$ cat config.mk
export PLATFORM = sky130hd
export DESIGN_NAME = irac_top
export DESIGN_NICKNAME = d
export VERILOG_FILES = /design/src/rtl/irac_pkg.sv /design/src/rtl/irac_adc_divider.sv /design/src/rtl/irac_top.sv
export SDC_FILE = /design/constraint.sdc
export NUM_CORES = 1
export LEC_CHECK = 0
export BUFFER_PORTS_ARGS = -buffer_cell sky130_fd_sc_hd__buf_4
export CAP_MARGIN = 20
export CORE_ASPECT_RATIO = 0.8
export CORE_MARGIN = 2
export CORE_UTILIZATION = 60
export CTS_CLUSTER_SIZE = 14
export DETAILED_ROUTE_END_ITERATION = 7
export PLACE_DENSITY = 0.82
export SYNTH_ARGS = -nofsm -noshare
export SYNTH_HDL_FRONTEND = slang
export SYNTH_SLANG_ARGS = --single-unit
$ cat constraint.sdc
create_clock -name clock -period 5 [get_ports clock]
set_clock_uncertainty 0.1 [all_clocks]
set_input_delay 1 -clock clock [delete_from_list [all_inputs] [get_ports clock]]
set_output_delay 1 -clock clock [all_outputs]
set_load 0.01 [all_outputs]
$ cat src/rtl/irac_pkg.sv
// Package of register offsets, fields, reset values and timing counts for the IR ambient slice.
package irac_pkg;
	// ****************************************
	// Register map
	// ****************************************
	localparam logic [7:0] IRAC_SCALE_OFFSET = 8'h1e;
	localparam logic [7:0] IRAC_RANGE_OFFSET = 8'h1f;
	localparam logic [7:0] IRAC_STATUS_OFFSET = 8'h20;
	localparam logic [7:0] IRAC_MASK_OFFSET = 8'h21;
	localparam logic [7:0] IRAC_CTRL_OFFSET = 8'h22;
	// ****************************************
	// Fields and reset values
	// ****************************************
	localparam int IRAC_SCALE_MSB = 2;
	localparam logic [2:0] IRAC_SCALE_MAX = 3'h7;
	localparam logic [2:0] IRAC_SCALE_RESET = 3'h0;
	localparam int IRAC_RANGE_BIT = 5;
	localparam logic [4:0] IRAC_RANGE_RSVD_RESET = 5'h00;
	localparam logic [7:0] IRAC_RANGE_RESET = 8'h00;
	localparam logic [7:0] IRAC_MASK_RESET = 8'h00;
	// Status bits: 0 conversion done, 1 scale changed, 2 range changed.
	localparam int IRAC_EV_DONE = 0;
	localparam int IRAC_EV_SCALE = 1;
	localparam int IRAC_EV_RANGE = 2;
	localparam int IRAC_EV_W = 3;
	// Base conversion length in divided ADC clock ticks.
	localparam logic [7:0] IRAC_CONV_TICKS = 8'h10;
	// Gain reduction in high range, as 14.5 scaled by two.
	localparam logic [4:0] IRAC_HIGH_RANGE_DIV_X2 = 5'h1d;
	// Base ADC clock period 50 ns against the 8 ns system clock, rounded down.
	localparam int IRAC_ADC_PERIOD_NS = 50;
	localparam int IRAC_CLK_PERIOD_NS = 8;
	localparam int IRAC_ADC_DIV_CYCLES = IRAC_ADC_PERIOD_NS / IRAC_CLK_PERIOD_NS;
endpackage

$ cat src/rtl/irac_adc_divider.sv
// Scaled ADC clock enable generator for infrared ambient conversions.
`timescale 1ns/1ps
module irac_adc_divider (
	// Clock and reset
	input wire logic clock,
	input wire logic srst,
	// Control
	input wire logic [2:0] scale,
	input wire logic run,
	// Divided enable pulse
	output logic adc_tick
);
	localparam logic [3:0] BASE_LAST = 4'(irac_pkg::IRAC_ADC_DIV_CYCLES - 1);
	logic [3:0] base_reg;
	logic base_tick;
	logic [6:0] scale_reg;
	logic [6:0] scale_last;

	// Largest count of the scale divider, two to the scale minus one.
	assign scale_last = 7'((8'h01 << scale) - 8'h01);
	assign base_tick = (base_reg == BASE_LAST);

	// Base ADC clock enable, one pulse each ADC clock period.
	always_ff @(posedge clock) begin
		if (srst || !run || base_tick) begin
			base_reg <= 4'h0;
		end else begin
			base_reg <= base_reg + 4'h1;
		end
	end

	// Power-of-two divider; restarts when idle so each conversion sees full periods.
	always_ff @(posedge clock) begin
		if (srst || !run) begin
			scale_reg <= 7'h00;
			adc_tick <= 1'b0;
		end else begin
			adc_tick <= 1'b0;
			if (base_tick) begin
				if (scale_reg >= scale_last) begin
					scale_reg <= 7'h00;
					adc_tick <= 1'b1;
				end else begin
					scale_reg <= scale_reg + 7'h01;
				end
			end
		end
	end
endmodule

$ cat src/rtl/irac_top.sv
// Top of the infrared ambient ADC configuration slice with register port and interrupt pin.
`timescale 1ns/1ps
// Function
// - A three-bit scale lengthens IR ambient integration by two to the scale, 128 at most.
// - The ADC clock for IR ambient conversions is divided by two to the scale.
// - The range bit selects normal gain at zero and gain reduced by 14.5 at one.
// - The interrupt pin is open drain: only pulled low, never driven high.
module irac_top (
	// Clock and reset
	input wire logic clock,
	input wire logic srst,
	// Register port
	input wire logic [7:0] reg_addr,
	input wire logic [7:0] reg_wdata,
	input wire logic reg_write,
	input wire logic reg_read,
	output logic [7:0] reg_rdata,
	// Conversion control toward the measurement path
	input wire logic conv_start,
	output logic conv_busy,
	output logic high_range_active,
	output logic [4:0] gain_div_x2,
	// Interrupt pin, open drain
	input wire logic int_pin_in,
	output logic int_pin_out,
	output logic int_pin_oe
);
	// ****************************************
	// State and declarations
	// ****************************************
	typedef enum logic [1:0] {
		IRAC_IDLE = 2'b01,
		IRAC_CONV = 2'b10
	} irac_state_t;

	// Sequencer and parameter state.
	irac_state_t state_reg;
	logic [2:0] scale_reg;
	logic [4:0] range_rsvd_reg;
	logic range_reg;
	logic [7:0] mask_reg;
	// Interrupt flags and their next value.
	logic [2:0] status_reg;
	logic [2:0] ev_set;
	logic [2:0] status_next;
	// Conversion tick count and its end point.
	logic [15:0] tick_reg;
	logic [15:0] ticks_needed;
	logic adc_tick;
	// Pin synchroniser, interrupt request and decoded strobes.
	logic int_sync1_reg;
	logic int_sync2_reg;
	logic irq_next;
	logic wr_scale;
	logic wr_range;
	logic [7:0] range_read;

	// Register decode, used by both the write and read paths.
	function automatic logic hit(input logic [7:0] addr, input logic [7:0] off);
		hit = (addr == off);
	endfunction

	// Decoded write strobes and the range readback word.
	assign wr_scale = reg_write && hit(reg_addr, irac_pkg::IRAC_SCALE_OFFSET);
	assign wr_range = reg_write && hit(reg_addr, irac_pkg::IRAC_RANGE_OFFSET);
	assign range_read = {2'b00, range_reg, range_rsvd_reg};

	// ****************************************
	// Parameter registers
	// ****************************************

	// Scale parameter: only bits 2:0 are stored, upper bits dropped.
	always_ff @(posedge clock) begin
		if (srst) begin
			scale_reg <= irac_pkg::IRAC_SCALE_RESET;
		end else if (wr_scale) begin
			scale_reg <= reg_wdata[irac_pkg::IRAC_SCALE_MSB:0];
		end
	end

	// Range parameter; reserved bits simply hold whatever the host writes back.
	always_ff @(posedge clock) begin
		if (srst) begin
			range_reg <= 1'b0;
			range_rsvd_reg <= irac_pkg::IRAC_RANGE_RSVD_RESET;
		end else if (wr_range) begin
			range_reg <= reg_wdata[irac_pkg::IRAC_RANGE_BIT];
			range_rsvd_reg <= reg_wdata[4:0];
		end
	end

	// Mask register, same layout as status.
	always_ff @(posedge clock) begin
		if (srst) begin
			mask_reg <= irac_pkg::IRAC_MASK_RESET;
		end else if (reg_write && hit(reg_addr, irac_pkg::IRAC_MASK_OFFSET)) begin
			mask_reg <= reg_wdata;
		end
	end

	// ****************************************
	// Conversion sequencing
	// ****************************************
	// Divided ADC tick; the divider restarts while the sequencer is idle.
	irac_adc_divider u_div (
		.clock(clock),
		.srst(srst),
		.scale(scale_reg),
		.run(state_reg == IRAC_CONV),
		.adc_tick(adc_tick)
	);

	// Integration spans a fixed count of divided ticks, so time grows by two to the scale.
	// Only the power-of-two stretch is fixed; the base tick count is a house choice.
	assign ticks_needed = {8'h00, irac_pkg::IRAC_CONV_TICKS};

	// Conversion state machine; a start during a conversion is ignored.
	always_ff @(posedge clock) begin
		if (srst) begin
			state_reg <= IRAC_IDLE;
			tick_reg <= 16'h0000;
		end else begin
			unique case (state_reg)
				IRAC_IDLE: begin
					tick_reg <= 16'h0000;
					if (conv_start) begin
						state_reg <= IRAC_CONV;
					end
				end
				IRAC_CONV: begin
					if (adc_tick) begin
						if (tick_reg == ticks_needed - 16'h0001) begin
							state_reg <= IRAC_IDLE;
						end
						tick_reg <= tick_reg + 16'h0001;
					end
				end
				default: begin
					state_reg <= IRAC_IDLE;
				end
			endcase
		end
	end

	// Outputs toward the analog path, registered.
	always_ff @(posedge clock) begin
		if (srst) begin
			conv_busy <= 1'b0;
			high_range_active <= 1'b0;
			gain_div_x2 <= 5'h02;
		end else begin
			conv_busy <= (state_reg == IRAC_CONV);
			high_range_active <= range_reg;
			gain_div_x2 <= range_reg ? irac_pkg::IRAC_HIGH_RANGE_DIV_X2 : 5'h02;
		end
	end

	// ****************************************
	// Interrupts
	// ****************************************
	// Events: conversion done, scale written, range written.
	assign ev_set[irac_pkg::IRAC_EV_DONE] = (state_reg == IRAC_CONV) && adc_tick
		&& (tick_reg == ticks_needed - 16'h0001);
	assign ev_set[irac_pkg::IRAC_EV_SCALE] = wr_scale;
	assign ev_set[irac_pkg::IRAC_EV_RANGE] = wr_range;

	// Status clears on read, but a new event in the same cycle wins.
	always_comb begin
		status_next = status_reg;
		if (reg_read && hit(reg_addr, irac_pkg::IRAC_STATUS_OFFSET)) begin
			status_next = 3'h0;
		end
		status_next = status_next | ev_set;
	end

	// Sticky status flags.
	always_ff @(posedge clock) begin
		if (srst) begin
			status_reg <= 3'h0;
		end else begin
			status_reg <= status_next;
		end
	end

	// Level request from any unmasked flag, taken from the next value to save a cycle.
	assign irq_next = |(status_next & mask_reg[2:0]);

	// The pin is only ever pulled low: data is tied low and enable carries the request.
	always_ff @(posedge clock) begin
		if (srst) begin
			int_pin_oe <= 1'b0;
			int_pin_out <= 1'b0;
		end else begin
			int_pin_oe <= irq_next;
			int_pin_out <= 1'b0;
		end
	end

	// Pin level readback through two flops; lets software see the line held low elsewhere.
	always_ff @(posedge clock) begin
		if (srst) begin
			int_sync1_reg <= 1'b1;
			int_sync2_reg <= 1'b1;
		end else begin
			int_sync1_reg <= int_pin_in;
			int_sync2_reg <= int_sync1_reg;
		end
	end

	// ****************************************
	// Read path
	// ****************************************
	// Read data stand one cycle; idle cycles return zero so that a late sample shows.
	always_ff @(posedge clock) begin
		if (srst) begin
			reg_rdata <= 8'h00;
		end else if (reg_read) begin
			if (hit(reg_addr, irac_pkg::IRAC_SCALE_OFFSET)) begin
				reg_rdata <= {5'h00, scale_reg};
			end else if (hit(reg_addr, irac_pkg::IRAC_RANGE_OFFSET)) begin
				reg_rdata <= range_read;
			end else if (hit(reg_addr, irac_pkg::IRAC_STATUS_OFFSET)) begin
				reg_rdata <= {5'h00, status_reg};
			end else if (hit(reg_addr, irac_pkg::IRAC_MASK_OFFSET)) begin
				reg_rdata <= mask_reg;
			end else if (hit(reg_addr, irac_pkg::IRAC_CTRL_OFFSET)) begin
				reg_rdata <= {6'h00, int_sync2_reg, conv_busy};
			end else begin
				reg_rdata <= 8'h00;
			end
		end else begin
			reg_rdata <= 8'h00;
		end
	end

	// ****************************************
	// Checks
	// ****************************************
	// Every check sleeps during reset except the scale reset check, which spans the release.

	// Scale parameter storage and readback.
	scale_reset_a: assert property (@(posedge clock) srst |=> scale_reg == 3'h0)
		else $error("scale not zero after reset");
	scale_read_a: assert property (@(posedge clock) disable iff (srst)
		reg_read && reg_addr == irac_pkg::IRAC_SCALE_OFFSET |=> reg_rdata[7:3] == 5'h00)
		else $error("scale upper bits not zero");
	scale_store_a: assert property (@(posedge clock) disable iff (srst)
		wr_scale |=> scale_reg == $past(reg_wdata[2:0]))
		else $error("scale write lost");
	// The scale may only move on a write, or the conversion length would drift.
	scale_hold_a: assert property (@(posedge clock) disable iff (srst)
		!wr_scale |=> scale_reg == $past(scale_reg))
		else $error("scale changed without a write");

	// Range selection and reserved bits.
	range_gain_a: assert property (@(posedge clock) disable iff (srst)
		wr_range && reg_wdata[5] |=> ##1 gain_div_x2 == 5'h1d)
		else $error("high range gain wrong");
	gain_normal_a: assert property (@(posedge clock) disable iff (srst)
		!range_reg |=> gain_div_x2 == 5'h02)
		else $error("normal range gain wrong");
	range_flag_a: assert property (@(posedge clock) disable iff (srst)
		wr_range |=> ##1 high_range_active == $past(reg_wdata[5], 2))
		else $error("range flag wrong");
	// The host leaves one idle cycle between its write-back and the check read.
	range_keep_a: assert property (@(posedge clock) disable iff (srst)
		wr_range ##1 !reg_write ##1 reg_read && reg_addr == irac_pkg::IRAC_RANGE_OFFSET
		|=> reg_rdata[4:0] == $past(reg_wdata[4:0], 3))
		else $error("range reserved bits not kept");

	// Open-drain pin and sticky status.
	int_drain_a: assert property (@(posedge clock) disable iff (srst)
		int_pin_out == 1'b0)
		else $error("interrupt pin driven high");
	irq_raise_a: assert property (@(posedge clock) disable iff (srst)
		wr_scale && mask_reg[irac_pkg::IRAC_EV_SCALE] |=> int_pin_oe)
		else $error("unmasked event did not pull the pin");
	irq_mask_a: assert property (@(posedge clock) disable iff (srst)
		mask_reg[2:0] == 3'h0 |=> !int_pin_oe)
		else $error("masked events pulled the pin");
	status_keep_a: assert property (@(posedge clock) disable iff (srst)
		status_reg[irac_pkg::IRAC_EV_DONE] && !reg_read |=> status_reg[irac_pkg::IRAC_EV_DONE])
		else $error("done flag lost without a read");
	status_clear_a: assert property (@(posedge clock) disable iff (srst)
		reg_read && reg_addr == irac_pkg::IRAC_STATUS_OFFSET && ev_set == 3'h0
		|=> status_reg == 3'h0 && !int_pin_oe)
		else $error("status read did not release the pin");

	// Conversion length against the scale.
	conv_begin_a: assert property (@(posedge clock) disable iff (srst)
		conv_start && state_reg == IRAC_IDLE |=> ##1 conv_busy)
		else $error("conversion did not start");
	conv_short_a: assert property (@(posedge clock) disable iff (srst)
		$rose(conv_busy) && scale_reg == 3'h0 |-> ##[1:200] !conv_busy)
		else $error("undivided conversion too long");
	// At scale one a conversion lasts twice the undivided one, so busy outlasts 100 cycles.
	conv_min_a: assert property (@(posedge clock) disable iff (srst)
		$rose(conv_busy) && scale_reg == 3'h1 && !wr_scale |-> ##100 conv_busy)
		else $error("divided conversion too short");
endmodule

==> flow_metrics.tcl <==
set metrics [dict create \
    hold_class "flop to flop" \
    n_antenna_cell 0 \
    ys_seq_area_share_pct 42.7 \
    drt_pass1_iterations 5 \
    syn_to_final_growth_pct 14.3 \
    coreArea_sq_mm 0.00471 \
    drc 0 \
    grt_pass1_wl_um 10500 \
    ant_nets 0 \
    postCtsSetupBuffers 0 \
    period_minus_slack_ns 3.02 \
    max_slew_margin_pct 64.9 \
    numCtsBuffers 9 \
    tightest_slew_ns 0.525 \
    postCtsHoldBufs 0 \
    synth_cells 341 \
    routabilityCongestion 0.825 \
    p_per_area_mw_per_mm2 277 \
    h-tree-depth 3 \
    clock_latency_ns 0.34 \
    ios 39 \
    clk_path_buf_depth 2 \
    fin_nets 405 \
    dieArea_sq_mm 0.00559 \
    drv_cap 0 \
    vias_per_cell 5.81 \
    finalSetupViolCount 0 \
    yosysWarnings 0 \
    routedWlPerCell_um 14.6 \
    grt_antenna_before_repair 0 \
    row_count 22 \
    async_flop_share_pct 0 \
    grt_max_degree 38 \
    start_util_pct 63.7 \
    ys_types 51 \
    drt-total-wl_um 6340 \
    critPathKind "flop to flop" \
    whs_ns 0.317 \
    cts.repair.resized 0 \
    syn_avg_cell_area_sq_um 8.80 \
    drt_iter0_drc 265 \
    cts.clk_slew.worst_paths_ns 0.06 \
    grt_usage_pct 23.8 \
    clockRootBuffer "clkbuf_8" \
    dp_hpwl_um 4550 \
    synth_edf_count 0 \
    crit_fanout 8 \
    grt_pass1_vias 2303 \
    worstPathRequired_ns 5.17 \
    largest_reg_flops 16 \
    die_x_um 83.1 \
    syn_nets 375 \
    cts.sinks 64 \
    max_freq_mhz 332 \
    finalCritPeriodShare_pct 60.3 \
    cts_tree "yes" \
    ys_seq_elements 64 \
    overflow 0 \
    status "completed" \
    ys.flop_type "dfxtp_1" \
    p_leak_nw 1.42 \
    critPathCaptureType "flop" \
    hold_viol 0 \
    syn_area_sq_mm 0.00300 \
    io_buffers 37 \
    crit_arrival_ns 3.19 \
    crit_path_start_kind "flop" \
    tns_ns 0 \
    ir_drop_v 0.000210 \
    fp.dieH_um 67.3 \
    vias 2523 \
    layout-drive-gt1-share_pct 15.0 \
    maxSlewViolCount 0 \
    rsz0062_at_grt "no" \
]
-- cells by family (layout without fill, tap and decap cells) --
kind of cell / count (synthesis) / in the layout / share of synthesized area [%]
AO/OA/AOI/OAI: 54 / 54 / 11.4
XOR/XNOR: 14 / 14 / 4.09
adder cells (fa/ha/maj): 12 / 12 / 5.00
buffers and inverters: 30 / 63 / 4.67
flip-flops: 64 / 64 / 42.7
multiplexers: 20 / 20 / 6.71
other: 1 / 1 / 0.125
AND/OR/NAND/NOR: 146 / 146 / 25.3
-- routing by layer --
metal,global-route usage [%],routed length [um],vias to the layer above
met5,0,0,-
met4,7.79,79,0
met3,7.70,456,9
met2,37.1,2740,87
met1,31.6,3060,1176
li1,-,-,1251
-- cell usage in the layout (no fill, tap or decap), types with 5 or more instances in the layout --
master,n
dfxtp_1,64
nor2_1,55
buf_4,37
nand2_1,27
mux2i_1,19
a21oi_1,17
o21ai_0,13
inv_1,12
ha_1,12
clkbuf_8,12
nand3_1,11
xor2_1,9
and3_1,9
nor3_1,6
nand4_1,6
xnor2_1,5
nand3b_1,5
a22oi_1,5
-- metrics by stage --
step	cell area, sq um	util (%)	power, mW	setup WS [ns]	cells
floorplan	3000	-	0.548	2.15	341
detailed placement	3260	69.2	0.569	2.00	420
finish	3430	72.9	0.951	1.98	434
global placement	3260	69.2	0.569	2.13	420
global route	3430	72.9	0.983	1.69	434
CTS	3430	72.9	0.958	1.97	434
-- worst max-delay path, stage by stage, from the launching register on --
cell	delay, ns
dfxtp_1	0.37
or3_1	0.43
ha_1	0.29
a21o_1	0.21
a21oi_1	0.19
ha_1	0.26
o2111a_1	0.14
a221oi_1	0.46
o21ai_0	0.32
nor2_1	0.17
-- power breakdown --
group          switching (mW)  internal (mW)
sequential            0.00267          0.512
clock                   0.177          0.215
combinational          0.0257         0.0179
-- layout make-up --
cell class                      instances  area [sq um]
Clock buffer                           14           173
Fill cell                             368          1280
Inverter                               12          45.0
Multi-Input combinational cell        247          1580
Sequential cell                        64          1280
Tap cell                               60          75.1
Timing Repair Buffer                   37           278
-- Yosys cell counts, types with 2 or more instances --
library cell | n | area [sq um]
a211oi_1 | 2 | 15.0
a21o_1 | 2 | 15.0
a21oi_1 | 17 | 85.1
a22oi_1 | 5 | 37.5
a311oi_1 | 2 | 17.5
a31oi_1 | 3 | 18.8
and3_1 | 9 | 56.3
and3b_1 | 2 | 17.5
buf_1 | 2 | 7.51
buf_2 | 4 | 20.0
buf_4 | 6 | 45.0
clkbuf_1 | 6 | 22.5
dfxtp_1 | 64 | 1280
ha_1 | 12 | 150
inv_1 | 12 | 45.0
mux2i_1 | 19 | 190
nand2_1 | 27 | 101
nand2b_1 | 3 | 18.8
nand3_1 | 11 | 55.1
nand3b_1 | 5 | 37.5
nand4_1 | 6 | 37.5
nand4b_1 | 3 | 26.3
nor2_1 | 55 | 206
nor2b_1 | 4 | 25.0
nor3_1 | 6 | 30.0
nor4_1 | 3 | 18.8
o21ai_0 | 13 | 65.1
o31ai_1 | 2 | 15.0
or2_2 | 2 | 12.5
xnor2_1 | 5 | 43.8
xor2_1 | 9 | 78.8
-- worst paths after layout --
check	from	endpoint	slack [ns]	cells past startpoint
worst max-delay path	scale_reg[0]$_SDFFE_PP0P_	u_div.scale_reg[5]$_SDFFE_PP0N_	1.98	9
worst min-delay path	int_sync1_reg$_SDFF_PP1_	int_sync2_reg$_SDFF_PP1_	0.32	1
worst max register to register	scale_reg[0]$_SDFFE_PP0P_	u_div.scale_reg[5]$_SDFFE_PP0N_	1.98	9
worst min register to register	int_sync1_reg$_SDFF_PP1_	int_sync2_reg$_SDFF_PP1_	0.32	1
No activity file was read; power rests on OpenSTA's default activity.
